## src/asc_pkg.sv

```systemverilog
/*
 * Constants shared by the scan sequencer, its checker, the converter core model and the bench.
 * Assumes one 100 MHz system clock and config fields held by an outer register file.
 */
package asc_pkg;
    // ****************************************
    // Channel layout
    // ****************************************
    localparam int NCH = 16;
    localparam logic [15:0] SCAN_IMPL_ALL = 16'hFFFF;
    localparam logic [15:0] SCAN_NONE = 16'h0000;
    localparam logic [3:0] CH_OFFSET = 4'hF;
    localparam logic [3:0] CH_COMMON = 4'hE;
    localparam logic [3:0] CH_SUPPLY = 4'hD;
    localparam logic [3:0] CH_TEMP = 4'hC;
    localparam logic [3:0] CH_DIFF_LO = 4'h8;
    localparam logic [3:0] SE_LOW_NIBBLE = 4'h8;
    localparam logic [7:0] SEL_OFFSET = 8'h88;
    localparam logic [7:0] SEL_COMMON = 8'hF8;
    localparam logic [7:0] SEL_SUPPLY = 8'h98;
    localparam logic [7:0] SEL_TEMP = 8'hDE;
    // Offset of the selector register, ignored while scanning
    localparam logic [3:0] INPUT_SELECTOR_OFFSET = 4'h6;
    // ****************************************
    // Field codes
    // ****************************************
    localparam logic [2:0] GAIN_THIRD = 3'h0;
    localparam logic [2:0] GAIN_ONE = 3'h3;
    localparam logic [1:0] PWR_SHUTDOWN = 2'h0;
    localparam logic [1:0] PWR_STANDBY = 2'h2;
    localparam logic [1:0] PWR_CONVERT = 2'h3;
    localparam logic [1:0] REPEAT_LOOP = 2'h3;
    localparam logic [1:0] FMT_TAGGED = 2'h3;
    localparam int DATA_W = 24;
    localparam int TAG_W = 4;
    localparam int RES_W = DATA_W + TAG_W;
    localparam int TIMER_W = 24;
    localparam int FIFO_DEPTH = 16;
    // ****************************************
    // Sequencer states, Gray along the path
    // ****************************************
    typedef enum logic [2:0] {
        ASC_IDLE = 3'h0,
        ASC_START = 3'h1,
        ASC_WAIT = 3'h3,
        ASC_PUSH = 3'h2,
        ASC_TIMER = 3'h6
    } asc_state_type;
endpackage

```

## src/asc_stream_if.sv

```systemverilog
/*
 * Valid/ready word carrier between the sequencer and its result FIFO.
 * Assumes both ends sit on the same clock.
 */
`timescale 1ns/10ps
interface asc_stream_if #(parameter int W = 28);
    logic valid;
    logic ready;
    logic [W-1:0] data;
    modport src (output valid, output data, input ready);
    modport snk (input valid, input data, output ready);
endinterface

```

## src/asc_fifo.sv

```systemverilog
/*
 * Synchronous FIFO with valid/ready on both sides.
 * Assumes one clock and a synchronous active-high reset.
 */
`timescale 1ns/10ps
module asc_fifo #(
    parameter int W = 28,
    parameter int DEPTH = 16
) (
    input wire logic i_clk_sys,
    input wire logic i_rst,
    asc_stream_if.snk wr,
    asc_stream_if.src rd
);
    localparam int AW = $clog2(DEPTH);
    typedef struct packed {
        logic [AW:0] wp;
        logic [AW:0] rp;
    } asc_fifo_st_type;
    asc_fifo_st_type s_q, s_d;
    logic [W-1:0] mem [DEPTH];
    logic full, empty, do_wr, do_rd;

    // Extra pointer bit tells full from empty
    assign empty = (s_q.wp == s_q.rp);
    assign full = (s_q.wp[AW] != s_q.rp[AW]) && (s_q.wp[AW-1:0] == s_q.rp[AW-1:0]);
    assign wr.ready = !full;
    assign rd.valid = !empty;
    assign rd.data = mem[s_q.rp[AW-1:0]];
    assign do_wr = wr.valid && !full;
    assign do_rd = rd.ready && !empty;

    // Pointer update
    always_comb begin
        s_d = s_q;
        if (do_wr) begin
            s_d.wp = s_q.wp + 1'b1;
        end
        if (do_rd) begin
            s_d.rp = s_q.rp + 1'b1;
        end
    end

    always_ff @(posedge i_clk_sys) begin
        if (i_rst) begin
            s_q <= '0;
        end else begin
            s_q <= s_d;
        end
    end

    // Storage has no reset; empty flag guards stale words
    always_ff @(posedge i_clk_sys) begin
        if (do_wr) begin
            mem[s_q.wp[AW-1:0]] <= wr.data;
        end
    end
endmodule

```

## src/asc_sequencer.sv

```systemverilog
/*
 * Scan sequencer of a delta-sigma converter: channel walk, overrides, result path.
 * Assumes the converter core, the host register file and the host reads
 * all run on i_clk_sys; config fields arrive as plain levels.
 */
// Contract
// - Scan conversions are always one-shot
// - One period, two with auto-zero chop
// - Repeat codes 00/01/10 run one cycle
// - Repeat 11 loops with timer between
// - Repeat field writes never reset conversion
// - Selector register ignored while scanning
// - Each completion updates result, raises ready
// - Any enable bit selects scan mode
// - Power state 11 write starts scanning
// - Power state reads 11 until done
// - Enabled channels, bit 15 down to 0
// - Tagged format puts channel index on top
// - Differential and single-ended selector codes
// - Absent channel enables are unimplemented
// - Supply channel: 0x98, forced third gain
// - Temperature channel: 0xDE, forced unity gain
// - Offset channel: 0x88, programmed gain kept
// - Common-mode channel: 0xF8, forced unity gain
// - Overrides never touch stored registers
// - Timer counts down to zero, relaunches
// - Single cycle reverts power state field
`timescale 1ns/10ps
module asc_sequencer
    import asc_pkg::*;
#(
    parameter logic [15:0] SCAN_IMPL = SCAN_IMPL_ALL,
    parameter int DEPTH = FIFO_DEPTH
) (
    input wire logic i_clk_sys,
    input wire logic i_rst,
    input wire logic [15:0] i_scan_enable,
    input wire logic [1:0] i_conversion_repeat_select,
    input wire logic i_auto_zero_chop_enable,
    input wire logic [1:0] i_data_format,
    input wire logic [2:0] i_gain,
    input wire logic [7:0] i_input_selector,
    input wire logic [TIMER_W-1:0] i_timer,
    input wire logic i_power_wr,
    input wire logic [1:0] i_power_val,
    input wire logic i_conv_done,
    input wire logic [DATA_W-1:0] i_conv_data,
    input wire logic i_result_hold,
    output logic o_conv_start,
    output logic [7:0] o_mux_code,
    output logic [2:0] o_gain_eff,
    output logic o_scan_mode,
    output logic o_busy,
    output logic [1:0] o_power_state,
    output logic [3:0] o_channel,
    output logic [RES_W-1:0] o_conversion_result,
    output logic o_data_ready
);
    // ****************************************
    // State
    // ****************************************
    typedef struct packed {
        asc_state_type st;
        logic [1:0] power;
        logic [15:0] pend;
        logic [3:0] chan;
        logic second;
        logic start;
        logic [TIMER_W-1:0] timer;
        logic [RES_W-1:0] word;
        logic [RES_W-1:0] result;
        logic drdy;
    } asc_st_type;

    asc_st_type s_q, s_d;
    logic [15:0] enables;
    logic scan_on;
    logic [3:0] next_chan;
    logic [15:0] next_pend;
    logic [7:0] scan_sel;
    logic [2:0] scan_gain;

    asc_stream_if #(.W(RES_W)) push_if ();
    asc_stream_if #(.W(RES_W)) pop_if ();

    // ****************************************
    // Helpers
    // ****************************************
    // Highest set bit wins; descending priority order
    function automatic logic [3:0] top_bit(input logic [15:0] m);
        logic [3:0] r;
        r = '0;
        for (int i = 0; i < NCH; i++) begin
            if (m[i]) begin
                r = 4'(i);
            end
        end
        return r;
    endfunction

    // Selector code for a channel index
    function automatic logic [7:0] chan_sel(input logic [3:0] c);
        logic [7:0] r;
        r = {c, SE_LOW_NIBBLE};
        case (c)
            CH_OFFSET: begin
                r = SEL_OFFSET;
            end
            CH_COMMON: begin
                r = SEL_COMMON;
            end
            CH_SUPPLY: begin
                r = SEL_SUPPLY;
            end
            CH_TEMP: begin
                r = SEL_TEMP;
            end
            default: begin
                if (c >= CH_DIFF_LO) begin
                    // Pair k is inputs 2k (high nibble) and 2k+1
                    r = {1'b0, c[1:0], 1'b0, 1'b0, c[1:0], 1'b1};
                end
            end
        endcase
        return r;
    endfunction

    // Gain during a channel; programmed gain unless forced
    function automatic logic [2:0] chan_gain(input logic [3:0] c, input logic [2:0] g);
        logic [2:0] r;
        r = g;
        case (c)
            CH_SUPPLY: begin
                r = GAIN_THIRD;
            end
            CH_TEMP, CH_COMMON: begin
                r = GAIN_ONE;
            end
            default: begin
                r = g;
            end
        endcase
        return r;
    endfunction

    // Absent inputs are masked off at the enable port
    assign enables = i_scan_enable & SCAN_IMPL;
    assign scan_on = (enables != SCAN_NONE);
    assign next_chan = top_bit(s_q.pend);
    assign next_pend = s_q.pend & ~(16'h0001 << s_q.chan);
    assign scan_sel = chan_sel(s_q.chan);
    assign scan_gain = chan_gain(s_q.chan, i_gain);

    // ****************************************
    // Sequencer
    // ****************************************
    always_comb begin
        s_d = s_q;
        s_d.start = 1'b0;
        s_d.drdy = 1'b0;
        case (s_q.st)
            ASC_IDLE: begin
                if (i_power_wr && i_power_val == PWR_CONVERT && scan_on) begin
                    s_d.power = PWR_CONVERT;
                    s_d.pend = enables;
                    s_d.chan = top_bit(enables);
                    s_d.st = ASC_START;
                end else if (i_power_wr) begin
                    s_d.power = i_power_val;
                end
            end
            ASC_START: begin
                // Full FIFO stalls the walk rather than losing a result
                if (push_if.ready || s_q.second) begin
                    s_d.start = 1'b1;
                    s_d.st = ASC_WAIT;
                end
            end
            ASC_WAIT: begin
                if (i_conv_done) begin
                    if (i_auto_zero_chop_enable && !s_q.second) begin
                        s_d.second = 1'b1;
                        s_d.st = ASC_START;
                    end else begin
                        s_d.second = 1'b0;
                        s_d.word = (i_data_format == FMT_TAGGED) ?
                            {s_q.chan, i_conv_data} : {4'h0, i_conv_data};
                        s_d.st = ASC_PUSH;
                    end
                end
            end
            ASC_PUSH: begin
                if (push_if.ready) begin
                    s_d.pend = next_pend;
                    if (next_pend != SCAN_NONE) begin
                        s_d.chan = top_bit(next_pend);
                        s_d.st = ASC_START;
                    end else if (i_conversion_repeat_select == REPEAT_LOOP) begin
                        s_d.timer = i_timer;
                        s_d.st = ASC_TIMER;
                    end else begin
                        // Repeat field sampled only here, never mid-conversion
                        s_d.power = i_conversion_repeat_select[1] ?
                            PWR_STANDBY : PWR_SHUTDOWN;
                        s_d.st = ASC_IDLE;
                    end
                end
            end
            ASC_TIMER: begin
                if (s_q.timer == '0) begin
                    s_d.pend = enables;
                    s_d.chan = top_bit(enables);
                    s_d.st = scan_on ? ASC_START : ASC_IDLE;
                    if (!scan_on) begin
                        s_d.power = PWR_STANDBY;
                    end
                end else begin
                    s_d.timer = s_q.timer - 1'b1;
                end
            end
            default: begin
                s_d.st = ASC_IDLE;
            end
        endcase
        // Abort or restart from the host power field
        if (s_q.st != ASC_IDLE && i_power_wr) begin
            s_d.second = 1'b0;
            if (i_power_val == PWR_CONVERT && scan_on) begin
                s_d.pend = enables;
                s_d.chan = top_bit(enables);
                s_d.st = ASC_START;
            end else begin
                s_d.power = i_power_val;
                s_d.st = ASC_IDLE;
            end
        end
        // Result register loads straight from the FIFO head
        if (pop_if.valid && !i_result_hold) begin
            s_d.result = pop_if.data;
            s_d.drdy = 1'b1;
        end
    end

    always_ff @(posedge i_clk_sys) begin
        if (i_rst) begin
            s_q <= '0;
            s_q.st <= ASC_IDLE;
            s_q.power <= PWR_SHUTDOWN;
        end else begin
            s_q <= s_d;
        end
    end

    // ****************************************
    // Result buffer
    // ****************************************
    assign push_if.valid = (s_q.st == ASC_PUSH);
    assign push_if.data = s_q.word;
    assign pop_if.ready = !i_result_hold;

    asc_fifo #(.W(RES_W), .DEPTH(DEPTH)) u_fifo (
        .i_clk_sys(i_clk_sys),
        .i_rst(i_rst),
        .wr(push_if.snk),
        .rd(pop_if.src)
    );

    // ****************************************
    // Outputs
    // ****************************************
    // Overrides are applied on the way out; stored fields stay untouched
    assign o_mux_code = scan_on ? scan_sel : i_input_selector;
    assign o_gain_eff = scan_on ? scan_gain : i_gain;
    assign o_conv_start = s_q.start;
    assign o_scan_mode = scan_on;
    assign o_busy = (s_q.st != ASC_IDLE);
    assign o_power_state = s_q.power;
    assign o_channel = s_q.chan;
    assign o_conversion_result = s_q.result;
    assign o_data_ready = s_q.drdy;
endmodule

```

## config.mk

```make
export PLATFORM = sky130hd
export DESIGN_NAME = asc_sequencer
export DESIGN_NICKNAME = d
export VERILOG_FILES = /design/src/asc_pkg.sv /design/src/asc_stream_if.sv /design/src/asc_fifo.sv /design/src/asc_sequencer.sv
export SDC_FILE = /design/constraint.sdc
export NUM_CORES = 1
export LEC_CHECK = 0
export BUFFER_PORTS_ARGS = -buffer_cell sky130_fd_sc_hd__buf_2
export CAP_MARGIN = 10
export CORE_ASPECT_RATIO = 0.5
export CORE_MARGIN = 2
export CORE_UTILIZATION = 35
export DETAILED_ROUTE_END_ITERATION = 16
export GPL_ROUTABILITY_DRIVEN = 0
export PLACE_DENSITY = 0.6
export SLEW_MARGIN = 20
export SYNTH_ARGS = -nofsm -noshare
export SYNTH_HDL_FRONTEND = slang
export SYNTH_SLANG_ARGS = --single-unit
```

## constraint.sdc

```tcl
create_clock -name i_clk_sys -period 4.54 [get_ports i_clk_sys]
set_clock_uncertainty 0.15 [all_clocks]
set_input_delay 0 -clock i_clk_sys [delete_from_list [all_inputs] [get_ports i_clk_sys]]
set_output_delay 0 -clock i_clk_sys [all_outputs]
set_load 0.1 [all_outputs]
```

# After elaboration in Yosys (flattened, before gate mapping)
# Memory sizes are Yosys's and may differ from the RTL's. A register that Yosys moved wholly into a read port is not among the register bits.
# Index checks and enable logic that the tools add are counted.
[classes]
n_addsub = 3
magnitude_cmp = 1
n_eq_ne = 23
shifts = 1
mux = 71
bitwise = 4
n_reduce_logical = 26
[op_table]
columns = ["cell", "n"]
rows = [
  ["two-way mux 4 bit", 29],
  ["two-way mux 24 bit", 4],
  ["case mux 22 bit (3 select lines)", 1],
  ["two-way mux 25 bit", 2],
  ["case mux 24 bit (2 select lines)", 1],
  ["two-way mux 20 bit", 2],
  ["case mux 8 bit (4 select lines)", 1],
  ["nonzero test 16 bit", 2],
  ["two-way mux 28 bit", 1],
  ["two-way mux 26 bit", 1],
  ["logical NOT 24 bit", 1],
  ["subtractor 24 x 1 -> 24 bit (second input constant)", 1],
  ["two-way mux 3 bit", 6],
  ["AND 16 bit", 1],
  ["== test 4 bit (second input constant)", 4],
  ["two-way mux 2 bit", 8],
  ["two-way mux 8 bit", 2],
  ["NOT 16 bit", 1],
  ["<< shifter 1 x 4 -> 16 bit (first input constant)", 1],
  ["!= test 3 bit (second input constant)", 5],
  ["case mux 3 bit (5 select lines)", 1],
  ["two-way mux 1 bit", 11],
  ["adder 5 x 1 -> 5 bit (second input constant)", 2],
  ["AND reduction 5 bit", 2],
  ["20 further kinds", 39],
]
[totals]
regBits = 90
ramBits = 448
inputBits = 87
out_inout_bits = 49
n_memories = 1
[mem_list]
columns = ["name", "depth", "word_bits", "rd", "rd_clocked_by_memory_dff", "wr", "line_no", "text"]
rows = [
  ["u_fifo.mem", 16, 28, 1, 1, 1, "asc_fifo.sv:21", "logic [W-1:0] mem [DEPTH];"],
]

# Longest topological paths before layout
[depth]
depth_word = 23
mapped_depth = 11

# Modules after synthesis
# Synthesis repeated with hierarchy kept, for this count alone.
[hier_totals]
hier_cells = 1566
area_unflattened_um2 = 23761.5
[modules_own_cells]
columns = ["module", "instances", "cells_each", "area_per_inst_um2", "seq_area_each_um2"]
rows = [
  ["asc_fifo", 1, 724, 17699.5, 13733.2],
  ["asc_sequencer", 1, 842, 6062.1, 2162.1],
]

# Least setup slack after synthesis
# No wires, ideal clock.
[synth_path]
path_kind = "flip-flop to flip-flop"
startpoint = "register u_fifo.s_q[7] (netlist name)"
endpoint = "memory u_fifo.mem[2][0] (enable)"
t_arrival_ns = 3.470
t_required_ns = 3.942
slack_ns = 0.472
stages_incl_launch_ff = 8
path_buffers = 2
path_cell_list = "dfxtp_1 > clkbuf_1 > xor2_1 > nor4_1 > a21oi_1 > clkbuf_1 > nand2_1 > nor3_1"
[synth_between]
elab_chain_len = 6
[synth_lines]
columns = ["element", "line_no", "text"]
rows = [
  ["start: declaration", "asc_fifo.sv:20", "asc_fifo_st_type s_q, s_d;"],
  ["start signal: assignment", "asc_fifo.sv:46", "s_q <= '0;"],
  ["start signal: assignment", "asc_fifo.sv:48", "s_q <= s_d;"],
  ["== test 4 bit", "asc_fifo.sv:26", "assign full = (s_q.wp[AW] != s_q.rp[AW]) && (s_q.wp[AW-1:0] == s_q.rp[AW-1:0]);"],
  ["logical AND 1 bit", "asc_fifo.sv:26", ""],
  ["logical NOT 1 bit", "asc_fifo.sv:30", "assign do_wr = wr.valid && !full;"],
  ["logical AND 1 bit", "asc_fifo.sv:30", ""],
  ["two-way mux 1 bit", "asc_fifo.sv:54", "if (do_wr) begin"],
  ["two-way mux 1 bit (not written as such)", "asc_fifo.sv:55", "mem[s_q.wp[AW-1:0]] <= wr.data;"],
  ["end: declaration", "asc_fifo.sv:21", ""],
]
# Parallel ways exist; a longest one is shown, timed or not.

# Worst setup path in the final report
[layout_path]
startpoint = "register s_q, in the netlist o_channel[2]"
endpoint = "register s_q[79] (netlist name)"
[layout_between]
elab_chain_len = 6
[layout_lines]
columns = ["element", "line_no", "text"]
rows = [
  ["start: declaration", "asc_sequencer.sv:75", "asc_st_type s_q, s_d;"],
  ["<< shifter 1 x 4 -> 16 bit", "asc_sequencer.sv:150", "assign next_pend = s_q.pend & ~(16'h0001 << s_q.chan);"],
  ["NOT 16 bit", "asc_sequencer.sv:150", ""],
  ["AND 16 bit", "asc_sequencer.sv:150", ""],
  ["nonzero test 16 bit", "asc_sequencer.sv:195", "if (next_pend != SCAN_NONE) begin"],
  ["!= test 2 bit (no line)", "--", ""],
  ["AND reduction 5 bit (no line)", "--", ""],
]
# No other way between the ends.
# A chain may end at the register's enable or synchronous reset.

==> summary.txt <==
Run status
  – Status: complete, no violations

Floorplan
  – Full die area: 0.06952 mm²
  – Die Height: 187.4 µm
  – # rows: 67
  – Initial Util: 35.30%
  – Die width: 370.9 µm
  – Io pins: 136
  – Core area: 0.06673 mm²

Clocking
  – CTS tree: done
  – Max Root-Sink Buffers: 3
  – Clk slew on worst S/H paths: 0.06 ns
  – Clk_lat worst skew: 0.61 ns
  – CTS sink count: 566
  – Clock buffer count from CTS: 53
  – H-tree level count: 2
  – Root Buffer: clkbuf_16

Timing
  – RSZ-0062 raised after global routing: false
  – Final hold violation count: 0
  – Fmax: 267.3 MHz
  – Final period util: 82.39%
  – Max-slew violations: 0
  – Final hold slack: 0.06445 ns
  – Finish-stage setup viols: 0
  – Least-Margin Pin Slew: 1.070 ns
  – Slew margin rel.: 28.00%
  – Fin Setup TNS: 0 ns
  – Final min period: 3.740 ns

Global route
  – Initial antenna violation count: 3
  – Gr usage total: 16.70%
  – Largest net degree at the start of global routing: 116
  – First-pass GRT wire length: 88.99 mm
  – Vias in the first global route: 14360
  – Global route overflow: 0

Yosys
  – Post-synth EDFFs: 448
  – Post-synth cell types: 77
  – Synth area leader: edfxtp_1
  – Seq/Total Area, Yosys: 67.14%
  – Synth top area share: 57.11%
  – Mapped Area: 0.02356 mm²
  – Synth area leaders: edfxtp_1 (57%), mux4_2 (13%), dfxtp_1 (10%), nand2_1 (3.1%), a21oi_1 (2.3%)
  – Syn Nets: 1652
  – Mapped Avg Cell Area: 15.11 µm²
  – Asr flop ratio synth: 0%
  – Most used flip-flop cell after synthesis: edfxtp_1
  – Number of synthesized register bits: 566
  – Post-Syn Instances: 1559
  – Yosys Warn Count: 0

Cells and area
  – FILL cells: 6039
  – Synth-to-Final Area Change: 19.91%
  – Layout cells sized above 1: 24.48%
  – Fin nets: 1878
  – Cell Count, Final, Fillers Out: 2730

Detailed routing
  – Pre-Repair DR Iteration Count: 8
  – Iteration-0 DRC Markers: 1356
  – DR WL/cell: 21.49 µm
  – Vias per cell: 5.268
  – Post-route DRC: 0
  – Routed Wire Length: 58.67 mm
  – DRT antenna net count: 0
  – Vias post-DR: 14382

Power
  – P_leak: 0.008534 µW
  – Peak VDD IR: 276.6 µV
  – PwrDens: 416.7 mW/mm²

Worst setup path
  – CP Max Fanout: 30
  – Worst Path Required: 4.91 ns
  – Worst Setup Path Type: flip-flop to flip-flop
  – Startpoint Class: flip-flop
  – Endpoint class of the critical path: flip-flop
  – Crit path DAT: 4.11 ns

Place
  – Cells after DPL: 2503
  – Port Buffer Count: 135
  – Post-detail-place hpwl: 34.13 mm

Worst hold path
  – HP Class: primary input to flip-flop

Run
  – Max cap viols: 0
==> power breakdown <==
part           leakage, µW  internal, µW  switching (µW)
clock network     0.000855          2520            1950
registers          0.00450          5620            94.6
logic              0.00318           551            1040
total              0.00853          8690            3080
==> metrics by stage <==
step                      total power, µW  setup WS (ns)  util, %  instance area (µm²)
final                               11770         0.7996    42.33                28250
after global routing                12200         0.5682    42.33                28250
after CTS                           11870         0.8673    42.32                28240
after detailed placement             7349          1.066    37.82                25230
after global placement               7342          1.079    37.81                25230
after floorplan                      7022         0.4717        -                23560
==> cell usage after synthesis (6+ instances only) <==
master / n
edfxtp_1: 448
nand2_1: 196
mux4_2: 140
dfxtp_1: 118
a21oi_1: 108
nor2_1: 78
clkbuf_1: 76
o21ai_0: 57
buf_4: 36
nor3_1: 35
inv_1: 23
nand3_1: 14
a32oi_1: 11
a31oi_1: 10
buf_2: 10
nand4_1: 10
nor2b_1: 9
o22ai_1: 9
xor2_1: 9
nand2b_1: 8
a211oi_1: 7
a21o_1: 7
o21ai_1: 7
o31ai_1: 7
or3_1: 7
buf_1: 6
ha_1: 6
mux2_2: 6
nor4_1: 6
o211ai_1: 6
==> per-layer routing <==
| layer | share of wire (%) | routed length [µm] | global-route usage [%] | vias to the layer above |
|---|---|---|---|---|
| met5 | 0 | 0 | 0 | - |
| met4 | 1.7 | 996 | 3.862 | 0 |
| met3 | 4.6 | 2722 | 2.120 | 76 |
| met2 | 50 | 29470 | 28.40 | 393 |
| met1 | 43 | 25490 | 22.86 | 7406 |
| li1 | - | - | - | 6507 |
==> final timing paths <==
kind	to	slack, ns	cells past startpoint	from
worst max-delay path	s_q[79]	0.80	9	o_channel[2]
worst min-delay path	push_if.data[5]	0.06	4	i_conv_data[5]
worst max register to register	s_q[79]	0.80	9	o_channel[2]
worst min register to register	o_conversion_result[1]	0.30	2	o_conversion_result[1]
==> repair_timing <==
item | 4_1_cts | 5_1_grt
hold endpoints to repair | 113 | 0
setup endpoints to repair | 0 | 0
buffers inserted | 0 | 0
resized for setup | 0 | 0
hold buffers | 124 | 0
==> area by class of cell <==
type / count / area [µm²] / share of cell area [%]
clock buffers: 68 / 1423 / 5.037
repair buffers: 302 / 2317 / 8.204
well taps: 897 / 1122 / 3.973
flip-flops and latches: 566 / 15830 / 56.03
inverters: 23 / 86.33 / 0.3056
diodes: 3 / 7.507 / 0.02658
clock inverters: 32 / 340.3 / 1.205
multi-input cells: 839 / 7124 / 25.22
==> worst max-delay path: stages (launching register included) <==
cell	delay [ns]
dfxtp_1	0.69
nand2_1	0.33
o32a_4	0.45
nor4_4	0.31
nand3_2	0.33
o21ai_2	0.22
buf_4	0.33
nand2_1	0.09
a31oi_1	0.17
dlygate4sd3_1	0.58
==> sequential cells by signal, indices dropped and copies added (netlist names) <==
signal / count
o_data_ready: 1
push_if.data: 28
u_fifo.s_q: 10
o_power_state: 2
o_channel: 4
s_q: 44
u_fifo.mem: 448
o_conv_start: 1
o_conversion_result: 28
==> layout by cell type, fill, tap and decap left out, types with 6 or more instances in the layout <==
cell type,synthesis,layout
edfxtp_1,448,448
nand2_1,196,196
mux4_2,140,140
buf_2,10,134
dlygate4sd3_1,0,124
dfxtp_1,118,114
a21oi_1,108,107
nor2_1,78,65
o21ai_0,57,57
clkbuf_16,0,53
buf_4,36,38
nor3_1,35,31
inv_1,23,23
nand3_1,14,14
nor2_4,0,13
clkinv_2,0,13
a32oi_1,11,11
clkbuf_1,76,11
a31oi_1,10,10
nand4_1,10,10
nor2b_1,9,9
xor2_1,9,9
o22ai_1,9,9
nand2b_1,8,8
o31ai_1,7,7
or3_1,7,7
a21o_1,7,7
a211oi_1,7,7
clkinv_1,0,7
nor4_1,6,6
mux2_2,6,6
o21ai_1,7,6
o211ai_1,6,6
ha_1,6,6
buf_12,0,6
==> cell families (layout without fill, tap and decap cells) <==
| family | count (synthesis) | in the layout | synth area share (%) |
|---|---|---|---|
| flops | 566 | 566 | 67.14 |
| simple gates | 387 | 387 | 7.378 |
| compound gates | 281 | 281 | 7.559 |
| buf+inv | 154 | 425 | 3.176 |
| mux | 151 | 151 | 13.91 |
| xor+xnor | 14 | 14 | 0.5206 |
| fa+ha+maj | 6 | 6 | 0.3187 |
| other cells | 0 | 3 | 0 |
No activity file was read; power rests on OpenSTA's default activity.
